File: src/design/urx_pkg.sv
// Constants, field positions and types for the serial receive channel.
// Assumes a 40 MHz system clock; no other package is needed.
package urx_pkg;
	// Mode word layout
	localparam int MODE_W         = 16;
	localparam int SYNC_BIT       = 7;
	localparam int CLKSEL_LO      = 4;
	localparam int CLKSEL_EXT_BIT = 1;
	localparam int CHRL_LO        = 0;
	localparam int PAR_LO         = 9;
	localparam int PAR_NONE_BIT   = 2;
	// Widths and depths
	localparam int CD_W       = 16;
	localparam int TO_W       = 8;
	localparam int TO_CNT_W   = 10;
	localparam int DATA_W     = 8;
	localparam int FIFO_DEPTH = 4;
	// Status vector layout
	localparam int ST_W       = 5;
	localparam int ST_RECEIVE_READY_FLAG   = 0;
	localparam int ST_OVERRUN = 1;
	localparam int ST_PARITY  = 2;
	localparam int ST_FRAME   = 3;
	localparam int ST_TIMEOUT = 4;
	// Clock sources and sampling
	localparam logic [1:0] SRC_MCLK_DIV  = 2'h1;
	localparam logic [2:0] PRESCALE_LAST = 3'h7;
	localparam int OVS           = 16;
	localparam int START_LOW_MIN = 7;
	localparam int FIRST_SAMPLE  = 24;
	localparam int TO_FACTOR     = 4;
	localparam int CHRL_BASE     = 5;
	localparam logic [3:0] OVS_LAST   = 4'(OVS - 1);
	localparam logic [3:0] START_LOW  = 4'(START_LOW_MIN);
	localparam logic [4:0] FIRST_WAIT = 5'(FIRST_SAMPLE - START_LOW_MIN);
	localparam logic [4:0] OVS_RELOAD = 5'(OVS);
	localparam logic [4:0] WAIT_ONE   = 5'h01;
	localparam logic [2:0] CHRL_LAST0 = 3'(CHRL_BASE - 1);
	localparam logic [TO_CNT_W-1:0] TO_ONE = 10'h001;
	// Check bit types
	localparam logic [1:0] PAR_EVEN  = 2'h0;
	localparam logic [1:0] PAR_ODD   = 2'h1;
	localparam logic [1:0] PAR_SPACE = 2'h2;
	localparam logic [1:0] PAR_MARK  = 2'h3;
	typedef enum logic [1:0] {RX_IDLE, RX_DATA, RX_PARITY, RX_STOP} rx_state_t;
endpackage

File: src/design/fifo_if.sv
// Valid/ready channel between the receiver and its character queue.
// Assumes both ends run on the same clock.
`timescale 1ns/10ps
interface fifo_if #(parameter int W = 8);
	logic [W-1:0] wdata;
	logic         wvalid;
	logic         wready;
	logic [W-1:0] rdata;
	logic         rvalid;
	logic         rready;
	modport fifo (input wdata, input wvalid, output wready,
		output rdata, output rvalid, input rready);
	modport user (output wdata, output wvalid, input wready,
		input rdata, input rvalid, output rready);
endinterface

File: src/design/rx_fifo.sv
// Small flip-flop queue with valid/ready on both sides.
// Assumes DEPTH is a power of two; one clock, clock enable freezes it.
`timescale 1ns/10ps
module rx_fifo #(
	parameter int WIDTH = 8,
	parameter int DEPTH = 4
) (
	// Clock and reset
	input wire logic clock,
	input wire logic arst_n,
	input wire logic clk_en,
	// Queue channel
	fifo_if.fifo     port
);
	localparam int AW = $clog2(DEPTH);
	localparam logic [AW:0] FULL = (AW+1)'(DEPTH);
	localparam logic [AW:0] EMPTY = '0;

	logic [WIDTH-1:0] mem_reg [DEPTH];
	logic [AW-1:0]    wr_ptr_reg;
	logic [AW-1:0]    rd_ptr_reg;
	logic [AW:0]      count_reg;
	logic             push;
	logic             pop;

	assign port.wready = count_reg != FULL;
	assign port.rvalid = count_reg != EMPTY;
	assign port.rdata  = mem_reg[rd_ptr_reg];
	assign push        = port.wvalid && port.wready;
	assign pop         = port.rvalid && port.rready;

	// Storage needs no reset; count guards every read
	always_ff @(posedge clock)
	begin
		if (clk_en && push)
			mem_reg[wr_ptr_reg] <= port.wdata;
	end

	always_ff @(posedge clock or negedge arst_n)
	begin
		if (!arst_n)
		begin
			wr_ptr_reg <= '0;
			rd_ptr_reg <= '0;
			count_reg  <= '0;
		end
		else if (clk_en)
		begin
			if (push)
				wr_ptr_reg <= wr_ptr_reg + 1'b1;
			if (pop)
				rd_ptr_reg <= rd_ptr_reg + 1'b1;
			if (push && !pop)
				count_reg <= count_reg + 1'b1;
			else if (pop && !push)
				count_reg <= count_reg - 1'b1;
		end
	end

	chk_fifo_no_overflow : assert property (@(posedge clock)
		disable iff (!arst_n) count_reg <= FULL)
		else $error("queue count beyond depth");
endmodule

File: src/design/usart_rx.sv
// Bit clock generator, receiver, status flags and idle timer of one
// serial channel. Assumes configuration is quasi-static while a
// character is on the line, and command inputs are one-cycle pulses.
`timescale 1ns/10ps
module usart_rx (
	// Clock and reset
	input  wire logic                          clock,
	input  wire logic                          arst_n,
	input  wire logic                          clk_en,
	// Serial pins
	input  wire logic                          rx_line,
	input  wire logic                          serial_clk_in,
	// Configuration
	input  wire logic [urx_pkg::MODE_W-1:0]    mode_reg,
	input  wire logic [urx_pkg::CD_W-1:0]      baud_divisor_reg,
	input  wire logic [urx_pkg::TO_W-1:0]      idle_limit_reg,
	input  wire logic [urx_pkg::ST_W-1:0]      interrupt_mask_reg,
	// Commands
	input  wire logic                          restart_idle_wait_cmd,
	input  wire logic                          reset_status_cmd,
	input  wire logic                          holding_read,
	// Results
	output logic      [urx_pkg::DATA_W-1:0]    receive_holding_reg,
	output logic      [urx_pkg::ST_W-1:0]      channel_status_reg,
	output logic                               irq_reg
);
	urx_pkg::rx_state_t                 state_reg;
	logic                               rx_s1_reg;
	logic                               rx_s2_reg;
	logic                               rx_s3_reg;
	logic                               rx_filt_reg;
	logic                               sck_s1_reg;
	logic                               sck_s2_reg;
	logic                               sck_s3_reg;
	logic                               sck_filt_reg;
	logic                               sck_rise;
	logic [2:0]                         pre_reg;
	logic [urx_pkg::CD_W-1:0]           div_reg;
	logic [3:0]                         ovs_reg;
	logic [4:0]                         wait_reg;
	logic [3:0]                         low_cnt_reg;
	logic [2:0]                         bit_idx_reg;
	logic [urx_pkg::DATA_W-1:0]         data_reg;
	logic                               par_bit_reg;
	logic                               to_run_reg;
	logic [urx_pkg::TO_CNT_W-1:0]       to_cnt_reg;
	logic                               sync_mode;
	logic                               ext_sel;
	logic [1:0]                         clk_sel;
	logic [2:0]                         par_sel;
	logic [2:0]                         last_idx;
	logic                               has_parity;
	logic                               src_tick;
	logic                               div_tick;
	logic                               baud_tick;
	logic                               bit_period_tick;
	logic                               sample_now;
	logic                               char_done;
	logic                               par_expect;
	logic                               to_expire;
	logic [urx_pkg::TO_CNT_W-1:0]       to_load;
	logic [urx_pkg::ST_W-1:0]           status_set;
	logic [urx_pkg::ST_W-1:0]           status_clr;
	logic                               irq_cause;

	fifo_if #(.W(urx_pkg::DATA_W)) rx_q ();

	rx_fifo #(
		.WIDTH (urx_pkg::DATA_W),
		.DEPTH (urx_pkg::FIFO_DEPTH)
	) u_fifo (
		.clock  (clock),
		.arst_n (arst_n),
		.clk_en (clk_en),
		.port   (rx_q.fifo)
	);

	// Mode decode
	assign sync_mode  = mode_reg[urx_pkg::SYNC_BIT];
	assign clk_sel    = mode_reg[urx_pkg::CLKSEL_LO +: 2];
	assign ext_sel    = clk_sel[urx_pkg::CLKSEL_EXT_BIT];
	assign par_sel    = mode_reg[urx_pkg::PAR_LO +: 3];
	assign has_parity = !par_sel[urx_pkg::PAR_NONE_BIT];
	assign last_idx   = urx_pkg::CHRL_LAST0 +
		3'(mode_reg[urx_pkg::CHRL_LO +: 2]);

	// Pins cross in three stages; a change counts once stages 2 and 3 agree
	always_ff @(posedge clock or negedge arst_n)
	begin
		if (!arst_n)
		begin
			rx_s1_reg    <= 1'b1;
			rx_s2_reg    <= 1'b1;
			rx_s3_reg    <= 1'b1;
			rx_filt_reg  <= 1'b1;
			sck_s1_reg   <= 1'b0;
			sck_s2_reg   <= 1'b0;
			sck_s3_reg   <= 1'b0;
			sck_filt_reg <= 1'b0;
		end
		else if (clk_en)
		begin
			rx_s1_reg  <= rx_line;
			rx_s2_reg  <= rx_s1_reg;
			rx_s3_reg  <= rx_s2_reg;
			sck_s1_reg <= serial_clk_in;
			sck_s2_reg <= sck_s1_reg;
			sck_s3_reg <= sck_s2_reg;
			if (rx_s2_reg == rx_s3_reg)
				rx_filt_reg <= rx_s3_reg;
			if (sck_s2_reg == sck_s3_reg)
				sck_filt_reg <= sck_s3_reg;
		end
	end

	// Edge detection relies on the pin clock being slow enough
	assign sck_rise = (sck_s2_reg == sck_s3_reg) && sck_s3_reg
		&& !sck_filt_reg;

	// Source selection
	assign src_tick = ext_sel ? sck_rise :
		(clk_sel == urx_pkg::SRC_MCLK_DIV) ?
		(pre_reg == urx_pkg::PRESCALE_LAST) : 1'b1;

	always_ff @(posedge clock or negedge arst_n)
	begin
		if (!arst_n)
			pre_reg <= '0;
		else if (clk_en)
			pre_reg <= pre_reg + 1'b1;
	end

	// Divisor; zero stops the clock
	assign div_tick = src_tick && (baud_divisor_reg != '0)
		&& (div_reg >= baud_divisor_reg - 1'b1);

	always_ff @(posedge clock or negedge arst_n)
	begin
		if (!arst_n)
			div_reg <= '0;
		else if (clk_en && src_tick && baud_divisor_reg != '0)
		begin
			if (div_tick)
				div_reg <= '0;
			else
				div_reg <= div_reg + 1'b1;
		end
	end

	// Sync with pin clock bypasses the divisor entirely
	assign baud_tick = (sync_mode && ext_sel) ? sck_rise : div_tick;

	// Async ticks are sixteenths of a bit
	always_ff @(posedge clock or negedge arst_n)
	begin
		if (!arst_n)
			ovs_reg <= '0;
		else if (clk_en && baud_tick)
			ovs_reg <= ovs_reg + 1'b1;
	end

	assign bit_period_tick = sync_mode ? baud_tick :
		(baud_tick && ovs_reg == urx_pkg::OVS_LAST);
	assign sample_now = sync_mode ? baud_tick :
		(baud_tick && wait_reg == urx_pkg::WAIT_ONE);
	assign char_done = (state_reg == urx_pkg::RX_STOP) && sample_now;

	// Receiver sequencing
	always_ff @(posedge clock or negedge arst_n)
	begin
		if (!arst_n)
		begin
			state_reg   <= urx_pkg::RX_IDLE;
			wait_reg    <= '0;
			low_cnt_reg <= '0;
			bit_idx_reg <= '0;
			data_reg    <= '0;
			par_bit_reg <= 1'b0;
		end
		else if (clk_en)
		begin
			if (baud_tick && state_reg != urx_pkg::RX_IDLE)
				wait_reg <= (wait_reg == urx_pkg::WAIT_ONE) ?
					urx_pkg::OVS_RELOAD : wait_reg - 1'b1;
			unique case (state_reg)
				urx_pkg::RX_IDLE:
				begin
					bit_idx_reg <= '0;
					if (sync_mode)
					begin
						if (baud_tick && !rx_filt_reg)
						begin
							state_reg <= urx_pkg::RX_DATA;
							data_reg  <= '0;
						end
					end
					else if (baud_tick)
					begin
						if (rx_filt_reg)
							low_cnt_reg <= '0;
						else if (low_cnt_reg == urx_pkg::START_LOW)
						begin
							state_reg   <= urx_pkg::RX_DATA;
							wait_reg    <= urx_pkg::FIRST_WAIT;
							low_cnt_reg <= '0;
							data_reg    <= '0;
						end
						else
							low_cnt_reg <= low_cnt_reg + 1'b1;
					end
				end
				urx_pkg::RX_DATA:
				begin
					if (sample_now)
					begin
						data_reg[bit_idx_reg] <= rx_filt_reg;
						bit_idx_reg <= bit_idx_reg + 1'b1;
						if (bit_idx_reg == last_idx)
							state_reg <= has_parity ?
								urx_pkg::RX_PARITY : urx_pkg::RX_STOP;
					end
				end
				urx_pkg::RX_PARITY:
				begin
					if (sample_now)
					begin
						par_bit_reg <= rx_filt_reg;
						state_reg   <= urx_pkg::RX_STOP;
					end
				end
				urx_pkg::RX_STOP:
				begin
					if (sample_now)
						state_reg <= urx_pkg::RX_IDLE;
				end
			endcase
		end
	end

	// Expected check bit
	always_comb
	begin
		unique case (par_sel[1:0])
			urx_pkg::PAR_EVEN:  par_expect = ^data_reg;
			urx_pkg::PAR_ODD:   par_expect = ~^data_reg;
			urx_pkg::PAR_SPACE: par_expect = 1'b0;
			urx_pkg::PAR_MARK:  par_expect = 1'b1;
		endcase
	end

	// Queue; the line cannot be stalled, so a full queue loses the byte
	assign rx_q.wvalid = char_done;
	assign rx_q.wdata  = data_reg;
	assign rx_q.rready = !channel_status_reg[urx_pkg::ST_RECEIVE_READY_FLAG]
		|| holding_read;

	always_ff @(posedge clock or negedge arst_n)
	begin
		if (!arst_n)
			receive_holding_reg <= '0;
		else if (clk_en && rx_q.rvalid && rx_q.rready)
			receive_holding_reg <= rx_q.rdata;
	end

	// Idle timer
	assign to_load   = urx_pkg::TO_CNT_W'(idle_limit_reg) *
		urx_pkg::TO_CNT_W'(urx_pkg::TO_FACTOR);
	assign to_expire = to_run_reg && bit_period_tick
		&& to_cnt_reg == urx_pkg::TO_ONE;

	always_ff @(posedge clock or negedge arst_n)
	begin
		if (!arst_n)
		begin
			to_run_reg <= 1'b0;
			to_cnt_reg <= '0;
		end
		else if (clk_en)
		begin
			if (restart_idle_wait_cmd || idle_limit_reg == '0)
				to_run_reg <= 1'b0;
			else if (char_done)
			begin
				to_run_reg <= 1'b1;
				to_cnt_reg <= to_load;
			end
			else if (to_run_reg && bit_period_tick)
			begin
				to_cnt_reg <= to_cnt_reg - 1'b1;
				if (to_expire)
					to_run_reg <= 1'b0;
			end
		end
	end

	// Flags: a set in the clearing cycle wins
	always_comb
	begin
		status_set = '0;
		status_clr = '0;
		status_set[urx_pkg::ST_RECEIVE_READY_FLAG]   = rx_q.rvalid && rx_q.rready;
		status_set[urx_pkg::ST_OVERRUN] = char_done && !rx_q.wready;
		status_set[urx_pkg::ST_PARITY]  = char_done && has_parity
			&& (par_expect != par_bit_reg);
		status_set[urx_pkg::ST_FRAME]   = char_done && !rx_filt_reg
			&& (|data_reg);
		status_set[urx_pkg::ST_TIMEOUT] = to_expire;
		status_clr[urx_pkg::ST_RECEIVE_READY_FLAG]   = holding_read;
		status_clr[urx_pkg::ST_OVERRUN] = reset_status_cmd;
		status_clr[urx_pkg::ST_PARITY]  = reset_status_cmd;
		status_clr[urx_pkg::ST_FRAME]   = reset_status_cmd;
		status_clr[urx_pkg::ST_TIMEOUT] = restart_idle_wait_cmd;
	end

	assign irq_cause = |(channel_status_reg & interrupt_mask_reg);

	always_ff @(posedge clock or negedge arst_n)
	begin
		if (!arst_n)
		begin
			channel_status_reg <= '0;
			irq_reg            <= 1'b0;
		end
		else if (clk_en)
		begin
			channel_status_reg <= status_set |
				(channel_status_reg & ~status_clr);
			irq_reg <= irq_cause;
		end
	end

	chk_divisor_zero_stop : assert property (@(posedge clock)
		disable iff (!arst_n)
		(!(sync_mode && ext_sel) && baud_divisor_reg == '0) |-> !baud_tick)
		else $error("bit clock runs with zero divisor");

	chk_sync_pin_clock : assert property (@(posedge clock)
		disable iff (!arst_n)
		(sync_mode && ext_sel) |-> (baud_tick == sck_rise))
		else $error("sync pin clock not used directly");

	chk_start_low_count : assert property (@(posedge clock)
		disable iff (!arst_n)
		(state_reg == urx_pkg::RX_DATA && $past(state_reg) ==
		urx_pkg::RX_IDLE && !sync_mode) |->
		$past(low_cnt_reg) == urx_pkg::START_LOW && !$past(rx_filt_reg))
		else $error("start accepted without eight low samples");

	chk_first_sample_wait : assert property (@(posedge clock)
		disable iff (!arst_n)
		(state_reg == urx_pkg::RX_DATA && $past(state_reg) ==
		urx_pkg::RX_IDLE && !sync_mode) |-> wait_reg == urx_pkg::FIRST_WAIT)
		else $error("first sample not 24 ticks after edge");

	chk_ready_follows : assert property (@(posedge clock)
		disable iff (!arst_n)
		(char_done && rx_q.wready && clk_en) ##1 clk_en |=>
		channel_status_reg[urx_pkg::ST_RECEIVE_READY_FLAG])
		else $error("ready flag not set after character");

	chk_overrun_set : assert property (@(posedge clock)
		disable iff (!arst_n)
		(char_done && !rx_q.wready && clk_en) |=>
		channel_status_reg[urx_pkg::ST_OVERRUN])
		else $error("overrun not flagged");

	chk_parity_flag : assert property (@(posedge clock)
		disable iff (!arst_n)
		(char_done && clk_en && has_parity && par_expect != par_bit_reg)
		|=> channel_status_reg[urx_pkg::ST_PARITY])
		else $error("check bit error not flagged");

	chk_framing_flag : assert property (@(posedge clock)
		disable iff (!arst_n)
		(char_done && clk_en && !rx_filt_reg && |data_reg) |=>
		channel_status_reg[urx_pkg::ST_FRAME])
		else $error("framing error not flagged");

	chk_idle_off : assert property (@(posedge clock)
		disable iff (!arst_n)
		(idle_limit_reg == '0 && clk_en) |=> !to_run_reg)
		else $error("idle timer runs with zero limit");

	chk_idle_load : assert property (@(posedge clock)
		disable iff (!arst_n)
		(char_done && clk_en && idle_limit_reg != '0 &&
		!restart_idle_wait_cmd) |=>
		to_run_reg && to_cnt_reg == {$past(idle_limit_reg), 2'h0})
		else $error("idle timer load not four bits per unit");

	chk_irq_mask : assert property (@(posedge clock)
		disable iff (!arst_n)
		clk_en |=> irq_reg == $past(irq_cause))
		else $error("interrupt does not follow masked flags");
endmodule

File: config.mk
export PLATFORM = sky130hd
export DESIGN_NAME = usart_rx
export DESIGN_NICKNAME = d
export VERILOG_FILES = /design/src/design/urx_pkg.sv /design/src/design/fifo_if.sv /design/src/design/rx_fifo.sv /design/src/design/usart_rx.sv
export SDC_FILE = /design/constraint.sdc
export NUM_CORES = 1
export LEC_CHECK = 0
export BUFFER_PORTS_ARGS = -buffer_cell sky130_fd_sc_hd__buf_2
export CORE_MARGIN = 5
export CORE_UTILIZATION = 40
export CTS_CLUSTER_SIZE = 25
export DETAILED_ROUTE_END_ITERATION = 16
export GPL_ROUTABILITY_DRIVEN = 0
export GPL_TIMING_DRIVEN = 0
export PLACE_DENSITY_LB_ADDON = 0.2
export SETUP_SLACK_MARGIN = 0.1
export SLEW_MARGIN = 20
export SYNTH_ARGS = -nofsm -noshare
export SYNTH_HDL_FRONTEND = slang
export SYNTH_SLANG_ARGS = --single-unit
File: constraint.sdc
create_clock -name clock -period 6.7 [get_ports clock]
set_input_delay 1.34 -clock clock [delete_from_list [all_inputs] [get_ports clock]]
set_output_delay 1.34 -clock clock [all_outputs]
set_load 0.005 [all_outputs]
==> metrics.csv, run 1 <==
stage,metric,value,unit
routing,dr_wl_met3,494,um
global_routing,grt_overflow_total,0,
routing,drt_iter0_drc,284,
logic_synthesis,async_reset_ff_share,72.9,%
floorplan,die_h,138,um
global_routing,grt_pass1_wl,24.8,mm
floorplan,core_area,0.0164,mm2
sta,fmax,173,MHz
logic_synthesis,yosys-top-cells-area,"dfrtp_1 (31%), edfxtp_1 (15%), ha_1 (7.8%)",
min_path,hold-path-cell-count,1,
logic_synthesis,synth.distinct_cells,73,
clock_tree,clk_path_buf_depth,2,
critical_path,crit_required,7.00,ns
logic_synthesis,synth.cell_area,0.00660,mm2
clock_tree,cts_htree_levels,4,
critical_path,crit_path_start_kind,input pin,
sta,period_needed,5.77,ns
power,p_total,2.55,mW
flow_run,maxCapViolations,0,
sta,hold-worst-slack,0.462,ns
logic_synthesis,synth_enable_flop_cells,32,
global_routing,grt_util_all_layers,15.9,%
clock_tree,cts_buffers,17,
sta,slew_headroom,31.0,%
critical_path,r2r_start,div_reg[0],
place,post-dp-hpwl,10.9,mm
critical_path,timing.rr.end,u_fifo.count_reg[1],
place,io_buffers,57,
clock_tree,cts-root-buf,clkbuf_16,
routing,drt-total-wl,14.6,mm
min_path,min_path_type,flop to flop,
critical_path,rrSetupSlack,3.10,ns
sta,fin_skew,0.00850,ns
floorplan,io_pins,67,
critical_path,cp-end-kind,flop,
min_path,hold_path_end,ovs_reg[3],
routing,vias,4990,
routing,met2WireLength,7.34,mm
floorplan,die_x,138,um
routing,m1WireLength,6.42,mm
logic_synthesis,synth_seq_cells,118,
logic_synthesis,netlist_instances,620,
floorplan,start_util,40.2,%
cells_and_area,layout.cells.most_common,dfrtp_1,
clock_tree,cts_setup_buffers,0,
cells_and_area,layout_common_cells,"dfrtp_1 (82), buf_2 (60), nand2_1 (54)",
run_status,status,completed,
sta,rsz0062_at_grt,false,
floorplan,die-area,0.0192,mm2
global_routing,grt_max_degree,76,
power,peakVddDrop,0.000187,V
cells_and_area,final_area,0.00779,mm2
cells_and_area,fin_cells,930,
sta,tns,0,ns
critical_path,cpPeakStageDelay,0.61,ns
critical_path,cpMostUsedCell,xnor2_1,
clock_tree,cts_tree,yes,
critical_path,crit_buf_inv,3,
logic_synthesis,ys_seq_area_share,47.2,%
cells_and_area,area_growth,18.0,%
critical_path,cp_num_cells,20,
global_routing,first_global_vias,5126,
cells_and_area,final_layout_size_suffix_gt1_share,20.7,%
logic_synthesis,synth.largest_area_cell,dfrtp_1,
routing,ant_nets,0,
critical_path,cp.arrival,6.07,ns
routing,vias_per_cell,5.37,
logic_synthesis,synth_top_area_share,31.1,%
cells_and_area,final_nets,792,
clock_tree,cts_hold_buf,0,
sta,slew_violations,0,
routing,route.detailed.drc,0,
critical_path,crit_path_max_fanout,10,
logic_synthesis,syn_area_per_cell,10.6,um2
clock_tree,clock_sinks,118,
routing,top_layer_used,met4,
sta,tightest_slew,1.03,ns
clock_tree,clkTransAtPathRegs,0.06,ns
power,power.density,327,mW/mm2
power,leakagePower,3.27,nW
routing,dr.pass1.iters,4,
cells_and_area,largest_reg_flops,32,
min_path,worstHoldStart,ovs_reg[3],
clock_tree,cts_resized,0,
place,post-place-cells,898,
logic_synthesis,syn_nets,715,
clock_tree,clock_latency,0.42,ns
critical_path,rr_worst_depth,13,
critical_path,cp_top_family,simple AND/OR/NAND/NOR gates,
floorplan,num_rows,47,
critical_path,critical_path_class,input pin to flop,
sta,min_period_over_period,86.1,%
cells_and_area,num_antenna_cells,0,
sta,hold_viol,0,
sta,setup_viol,0,
critical_path,critPathSlowestCell,nor4b_1,
global_routing,antenna_found_initial,0,
routing,wl_per_cell,15.7,um
logic_synthesis,ys.flop_type,dfrtp_1,
logic_synthesis,ys_warn_count,0,
place,place_area,0.00720,mm2
critical_path,worstPathCellList,buf_2 > nor4_1 > nor4b_1 > nand2_1 > nor4_1 > xnor2_1 > ha_1 > nand4_1 > nor3_2 > a32oi_4 > a2bb2oi_2 > o211ai_2 > buf_2 > a21oi_1 > ha_1 > inv_1 > fa_1 > xnor2_1 > nand2_1 > xnor2_1,
==> how the worst max path moves through the flow <==
stage	startpoint	end	slack [ns]
after floorplan	baud_divisor_reg[5]	u_fifo.count_reg[2]	1.40
after global placement	baud_divisor_reg[3]	u_fifo.count_reg[2]	0.69
after detailed placement	baud_divisor_reg[3]	u_fifo.count_reg[2]	0.51
after CTS	baud_divisor_reg[3]	u_fifo.count_reg[2]	0.96
after global routing	baud_divisor_reg[3]	u_fifo.count_reg[2]	0.47
final	baud_divisor_reg[3]	u_fifo.count_reg[2]	0.93
==> worst reg2reg max path: cells and delay by family (launching register included) <==
family	cells	cell delay, ns
flip-flops	1	0.40
adder cells (fa/ha/maj)	3	0.85
multiplexers	1	0.26
buffers and inverters	3	0.47
AO/OA/AOI/OAI	5	1.37
AND/OR/NAND/NOR	1	0.13
==> area by class of cell <==
| cell class | count | area, um2 |
|---|---|---|
| Clock buffer | 17 | 425 |
| Tap cell | 220 | 275 |
| Sequential cell | 118 | 3120 |
| Fill cell | 1500 | 8620 |
| Buffer | 19 | 91.3 |
| Inverter | 39 | 146 |
| Clock inverter | 15 | 168 |
| Timing Repair Buffer | 58 | 319 |
| Multi-Input combinational cell | 444 | 3250 |
==> metrics by stage <==
stage | utilization, % | worst slack [ns]
final | 47.5 | 0.930
after global routing | 47.5 | 0.465
after CTS | 47.5 | 0.957
after global placement | 43.7 | 0.691
after detailed placement | 43.9 | 0.511
after floorplan | - | 1.40
==> cells in the mapped netlist (3+ instances only) <==
cell / count
o22ai_1: 3
nor3b_1: 6
a22o_1: 4
a21oi_1: 30
nor4_1: 6
buf_2: 4
o32ai_1: 3
xor2_1: 21
nand4_1: 14
nand2b_1: 5
nand2_1: 54
nor2_1: 44
nand3_1: 18
edfxtp_1: 32
mux2_2: 20
dfstp_2: 4
mux4_2: 8
o21ai_0: 49
inv_1: 38
nand3b_1: 3
o211ai_1: 4
xnor2_1: 21
and2_1: 4
ha_1: 41
clkbuf_1: 10
or3_1: 4
a211oi_1: 7
nor3_1: 13
dfrtp_1: 82
and3_1: 6
a22oi_1: 3
o31ai_1: 3
==> power breakdown <==
group          leakage (nW)  switching (mW)  internal, mW  total, mW
clock                 0.279           0.357         0.555      0.911
sequential             1.38           0.114         0.885      0.999
combinational          1.61           0.335         0.305      0.640
==> per-layer routing <==
layer,global-route usage (%),up-vias
met2,26.4,82
li1,-,2436
met4,7.44,0
met5,0,-
met1,19.6,2440
met3,3.83,32
==> cell families after synthesis <==
group	synth area share, %
XOR/XNOR	5.57
multiplexers	6.67
AND/OR/NAND/NOR	15.0
buffers and inverters	3.60
flip-flops	47.2
adder cells (fa/ha/maj)	8.07
AO/OA/AOI/OAI	13.9
Note: power is estimated with default switching activity, not from simulation.
==> run 2: changes to the inputs <==
--- a/config.mk
+++ b/config.mk
@@ -12,7 +12,6 @@
 export DETAILED_ROUTE_END_ITERATION = 16
 export GPL_ROUTABILITY_DRIVEN = 0
 export GPL_TIMING_DRIVEN = 0
-export PLACE_DENSITY_LB_ADDON = 0.2
 export SETUP_SLACK_MARGIN = 0.1
 export SLEW_MARGIN = 20
 export SYNTH_ARGS = -nofsm -noshare
==> metrics.csv, run 2 (synthesis results as in run 1) <==
stage,metric,value,unit
sta,slew_violations,0,
critical_path,critical_path_class,input pin to flop,
floorplan,die_h,138,um
power,peakVddDrop,0.000203,V
floorplan,die_x,138,um
global_routing,met3_usage,4.01,%
floorplan,die-area,0.0192,mm2
routing,drt-total-wl,14.7,mm
place,io_buffers,57,
power,pwr-share-clk,35.3,%
clock_tree,clk_path_buf_depth,2,
global_routing,first_global_vias,5210,
critical_path,crit_path_start_kind,input pin,
power,swShare,31.2,%
critical_path,cp-end-kind,flop,
clock_tree,cts_setup_buffers,0,
sta,period_needed,5.83,ns
global_routing,grtUsageMet2,28.4,%
power,leakagePower,3.28,nW
critical_path,rrSetupSlack,3.07,ns
power,pwr-share-seq,39.3,%
sta,rsz0062_at_grt,false,
sta,slew_headroom,37.4,%
global_routing,grt_pass1_wl,25.1,mm
clock_tree,cts_buffers,17,
cells_and_area,final_nets,792,
power,p_int,1.75,mW
cells_and_area,layout_common_cells,"dfrtp_1 (82), buf_2 (60), nand2_1 (54)",
cells_and_area,fin_util,47.5,%
global_routing,grt_overflow_total,0,
cells_and_area,area_growth,17.9,%
min_path,min_path_type,flop to flop,
sta,hold_viol,0,
clock_tree,clock_sinks,118,
floorplan,num_rows,47,
routing,drt_iter0_drc,365,
global_routing,grt_util_all_layers,15.9,%
critical_path,cp.arrival,6.13,ns
power,power.density,327,mW/mm2
power,p_switching,0.794,mW
floorplan,core_area,0.0164,mm2
routing,dr.pass1.iters,5,
sta,setup_viol,0,
routing,route.detailed.drc,0,
sta,tns,0,ns
cells_and_area,layout.cells.most_common,dfrtp_1,
critical_path,cpPeakStageDelay,0.61,ns
clock_tree,cts-root-buf,clkbuf_16,
global_routing,grt_use_met1,18.9,%
sta,fin_skew,0.00863,ns
global_routing,grt_max_degree,78,
routing,vias_per_cell,5.37,
power,combPwrFrac,25.4,%
sta,fmax,171,MHz
cells_and_area,multiInputGateArea,0.00325,mm2
cells_and_area,final_layout_size_suffix_gt1_share,20.7,%
place,place_area,0.00720,mm2
cells_and_area,largest_reg_flops,32,
clock_tree,cts_resized,0,
global_routing,antenna_found_initial,1,
flow_run,maxCapViolations,0,
clock_tree,clkTransAtPathRegs,0.05,ns
cells_and_area,final_area,0.00779,mm2
cells_and_area,nFillCells,1503,
critical_path,crit_path_max_fanout,10,
clock_tree,cts_tree,yes,
cells_and_area,register_area,0.00312,mm2
routing,vias,4998,
critical_path,critPathSlowestCell,nor4b_1,
floorplan,start_util,40.2,%
sta,tightest_slew,0.930,ns
place,post-dp-hpwl,10.8,mm
routing,ant_nets,0,
critical_path,crit_required,7.00,ns
floorplan,io_pins,67,
power,p_total,2.54,mW
clock_tree,cts_htree_levels,4,
critical_path,cpMostUsedCell,xnor2_1,
clock_tree,cts_hold_buf,0,
global_routing,busiest_layer,met2,
sta,min_period_over_period,87.1,%
critical_path,worstPathCellList,buf_2 > nor4_1 > nor4b_1 > nand2_1 > nor4_1 > xnor2_1 > ha_1 > nand4_1 > nor3_2 > a32oi_4 > a2bb2oi_2 > o211ai_2 > buf_2 > a21oi_1 > ha_1 > inv_1 > fa_1 > xnor2_1 > nand2_1 > xnor2_1,
clock_tree,clock_latency,0.42,ns
run_status,status,completed,
routing,wl_per_cell,15.8,um
[run 2: cell types whose count changed in the layout (fill, tap and decap cells not counted), sizes merged]
cell      previous run  this run
clkbuf              27        28
inv                 44        42
diode                0         1
clkinv               4         8
clkinvlp             4         1
[run 2: final cells by class]
cell class | instances | share of cell area [%]
Buffer | 19 | 1.17
Timing Repair Buffer | 58 | 4.10
Multi-Input combinational cell | 444 | 41.7
Tap cell | 220 | 3.54
Clock buffer | 18 | 5.64
Clock inverter | 14 | 1.91
Antenna cell | 1 | 0.0321
Sequential cell | 118 | 40.0
Inverter | 39 | 1.88
[run 2: layer usage]
metal  share of wire [%]  up-vias  wire length (um)
met2                  52       80              7670
met3                 3.3       20               482
met5                   0        -                 0
met1                  43     2473              6290
li1                    -     2425                 -
met4                 1.6        0               233
[run 2: final timing paths]
check,cells past startpoint,from,to
worst max-delay path,20,baud_divisor_reg[3],u_fifo.count_reg[2]
worst min-delay path,1,ovs_reg[3],ovs_reg[3]
worst max register to register,13,div_reg[0],u_fifo.count_reg[1]
worst min register to register,1,ovs_reg[3],ovs_reg[3]
max in group asynchronous,2,arst_n,rx_s1_reg
min in group asynchronous,1,arst_n,receive_holding_reg[2]
[run 2: critical path: cells and delay by family]
family,cells,cell delay [ns]
xor gates and xnor gates,3,0.46
and+or+nand+nor,7,2.10
buffers and inverters,3,0.46
adders and majority gates,3,0.92
AOI/OAI and AO/OA,4,0.86
[run 2: per-stage QoR]
stage | worst slack [ns] | std cells | hold slack (ns)
2_1_floorplan | 1.40 | 620 | 0.434
3_3_place_gp | 0.594 | 897 | 0.448
5_1_grt | 0.388 | 931 | 0.489
4_1_cts | 0.834 | 930 | 0.464
3_5_place_dp | 0.392 | 898 | 0.452
6_report | 0.866 | 931 | 0.465
[run 2: power by group through the flow]
stage                     Clock, mW  Sequential [mW]  Combinational [mW]
after global placement            0             1.00               0.629
after CTS                     0.920             1.00               0.663
after global routing          0.952             1.02               0.739
after detailed placement          0             1.01               0.658
after floorplan                   0            0.983               0.471
final                         0.898            0.998               0.647
==> run 3: changes to the inputs <==
--- a/config.mk
+++ b/config.mk
@@ -12,6 +12,7 @@
 export DETAILED_ROUTE_END_ITERATION = 16
 export GPL_ROUTABILITY_DRIVEN = 0
 export GPL_TIMING_DRIVEN = 0
+export PLACE_DENSITY = 0.56
 export SETUP_SLACK_MARGIN = 0.1
 export SLEW_MARGIN = 20
 export SYNTH_ARGS = -nofsm -noshare
==> metrics.csv, run 3 (synthesis results as in run 1) <==
stage,metric,value,unit
clock_tree,cts_buffers,17,
routing,vias,4913,
critical_path,cp.arrival,6.08,ns
global_routing,first_global_vias,5022,
min_path,min_path_type,flop to flop,
global_routing,grt_overflow_total,0,
cells_and_area,fin_cells,930,
routing,drt-total-wl,14.8,mm
global_routing,grt_max_degree,47,
min_path,hold-path-cell-count,1,
global_routing,grt_pass1_wl,24.8,mm
floorplan,die-area,0.0192,mm2
clock_tree,cts_hold_buf,0,
cells_and_area,final_area,0.00774,mm2
place,io_buffers,57,
critical_path,crit_path_start_kind,input pin,
floorplan,start_util,40.2,%
run_status,status,completed,
cells_and_area,num_antenna_cells,0,
clock_tree,clock_sinks,118,
place,post-place-cells,898,
cells_and_area,largest_reg_flops,32,
sta,tns,0,ns
clock_tree,clk_path_buf_depth,2,
global_routing,antenna_found_initial,0,
critical_path,critical_path_class,input pin to flop,
floorplan,core_area,0.0164,mm2
cells_and_area,area_growth,17.2,%
clock_tree,cts_resized,0,
routing,ant_nets,0,
cells_and_area,final_layout_size_suffix_gt1_share,20.1,%
power,peakVddDrop,0.000207,V
routing,drt_iter0_drc,266,
critical_path,cp-end-kind,flop,
sta,period_needed,5.78,ns
cells_and_area,final_nets,792,
global_routing,grt_util_all_layers,15.9,%
sta,setup_viol,0,
sta,min_period_over_period,86.2,%
power,power.density,318,mW/mm2
critical_path,rr_worst_depth,13,
floorplan,die_x,138,um
floorplan,die_h,138,um
clock_tree,cts_tree,yes,
sta,rsz0062_at_grt,false,
critical_path,crit_required,7.00,ns
sta,fin_skew,0.00509,ns
floorplan,num_rows,47,
cells_and_area,layout_common_cells,"dfrtp_1 (82), buf_2 (60), nand2_1 (54)",
critical_path,crit_path_max_fanout,10,
clock_tree,cts_htree_levels,4,
clock_tree,clock_latency,0.42,ns
place,place_area,0.00720,mm2
flow_run,maxCapViolations,0,
sta,tightest_slew,0.926,ns
sta,slew_headroom,37.7,%
routing,dr.pass1.iters,4,
routing,vias_per_cell,5.28,
power,leakagePower,3.25,nW
clock_tree,cts-root-buf,clkbuf_16,
cells_and_area,layout.cells.most_common,dfrtp_1,
clock_tree,cts_setup_buffers,0,
routing,wl_per_cell,15.9,um
routing,route.detailed.drc,0,
clock_tree,clkTransAtPathRegs,0.05,ns
sta,fmax,173,MHz
sta,hold_viol,0,
place,post-dp-hpwl,11.0,mm
floorplan,io_pins,67,
sta,slew_violations,0,
-- run 3: cell types whose count changed in the layout (fill, tap and decap cells not counted) --
| cell | change |
|---|---|
| clkinvlp_4 | +1 |
| clkinv_1 | +3 |
| clkbuf_1 | +1 |
| inv_6 | -3 |
| diode_2 | -1 |
| clkbuf_8 | -1 |
| bufinv_16 | -1 |
-- run 3: path summary, 6_finish.rpt --
kind                                          start                     end  slack (ns)
worst max-delay path            baud_divisor_reg[3]     u_fifo.count_reg[2]        0.92
worst min-delay path                     ovs_reg[3]              ovs_reg[3]        0.46
worst max register to register           div_reg[0]     u_fifo.count_reg[1]        3.10
worst min register to register           ovs_reg[3]              ovs_reg[3]        0.46
max in group asynchronous                    arst_n               rx_s1_reg        5.22
min in group asynchronous                    arst_n  receive_holding_reg[3]        0.84
-- run 3: critical path: stages --
cell and delay (ns):
buf_2 0.12, nor4_1 0.47, nor4b_1 0.56, nand2_1 0.22, nor4_1 0.31, xnor2_1 0.13, ha_1 0.33, nand4_1 0.16
nor3_2 0.30, a32oi_4 0.20, a2bb2oi_2 0.28, o211ai_2 0.25, buf_2 0.26, a21oi_1 0.15, ha_1 0.20, inv_1 0.06
fa_1 0.37, xnor2_1 0.17, nand2_1 0.08, xnor2_1 0.13
-- run 3: power breakdown --
part / leakage, nW / switching (mW) / internal (mW)
clock: 0.262 / 0.319 / 0.504
sequential: 1.38 / 0.111 / 0.885
combinational: 1.61 / 0.338 / 0.304
total: 3.25 / 0.768 / 1.69
-- run 3: area by class of cell --
class                      instances  area [um2]
buffer                            19        91.3
clock buffer                      18         429
clock inverter                    14         111
fill                            1497        8670
inverter                          39         146
multi-input combinational        444        3250
sequential                       118        3120
tap                              220         275
timing repair buffer              58         319
-- run 3: layer usage --
metal	global-route usage, %	vias up	part of all wire (%)
met5	0	-	0
met4	6.60	0	2.0
met3	3.80	20	3.1
met2	26.1	86	50
met1	20.2	2384	45
li1	-	2423	-
-- run 3: stage by stage --
stage	util, %	setup slack (ns)	hold slack (ns)	total power [mW]
after floorplan	-	1.40	0.434	1.45
after global placement	43.7	0.661	0.448	1.62
after detailed placement	43.9	0.451	0.452	1.66
after CTS	47.2	0.896	0.464	2.50
after global routing	47.2	0.485	0.490	2.63
final	47.2	0.923	0.460	2.46
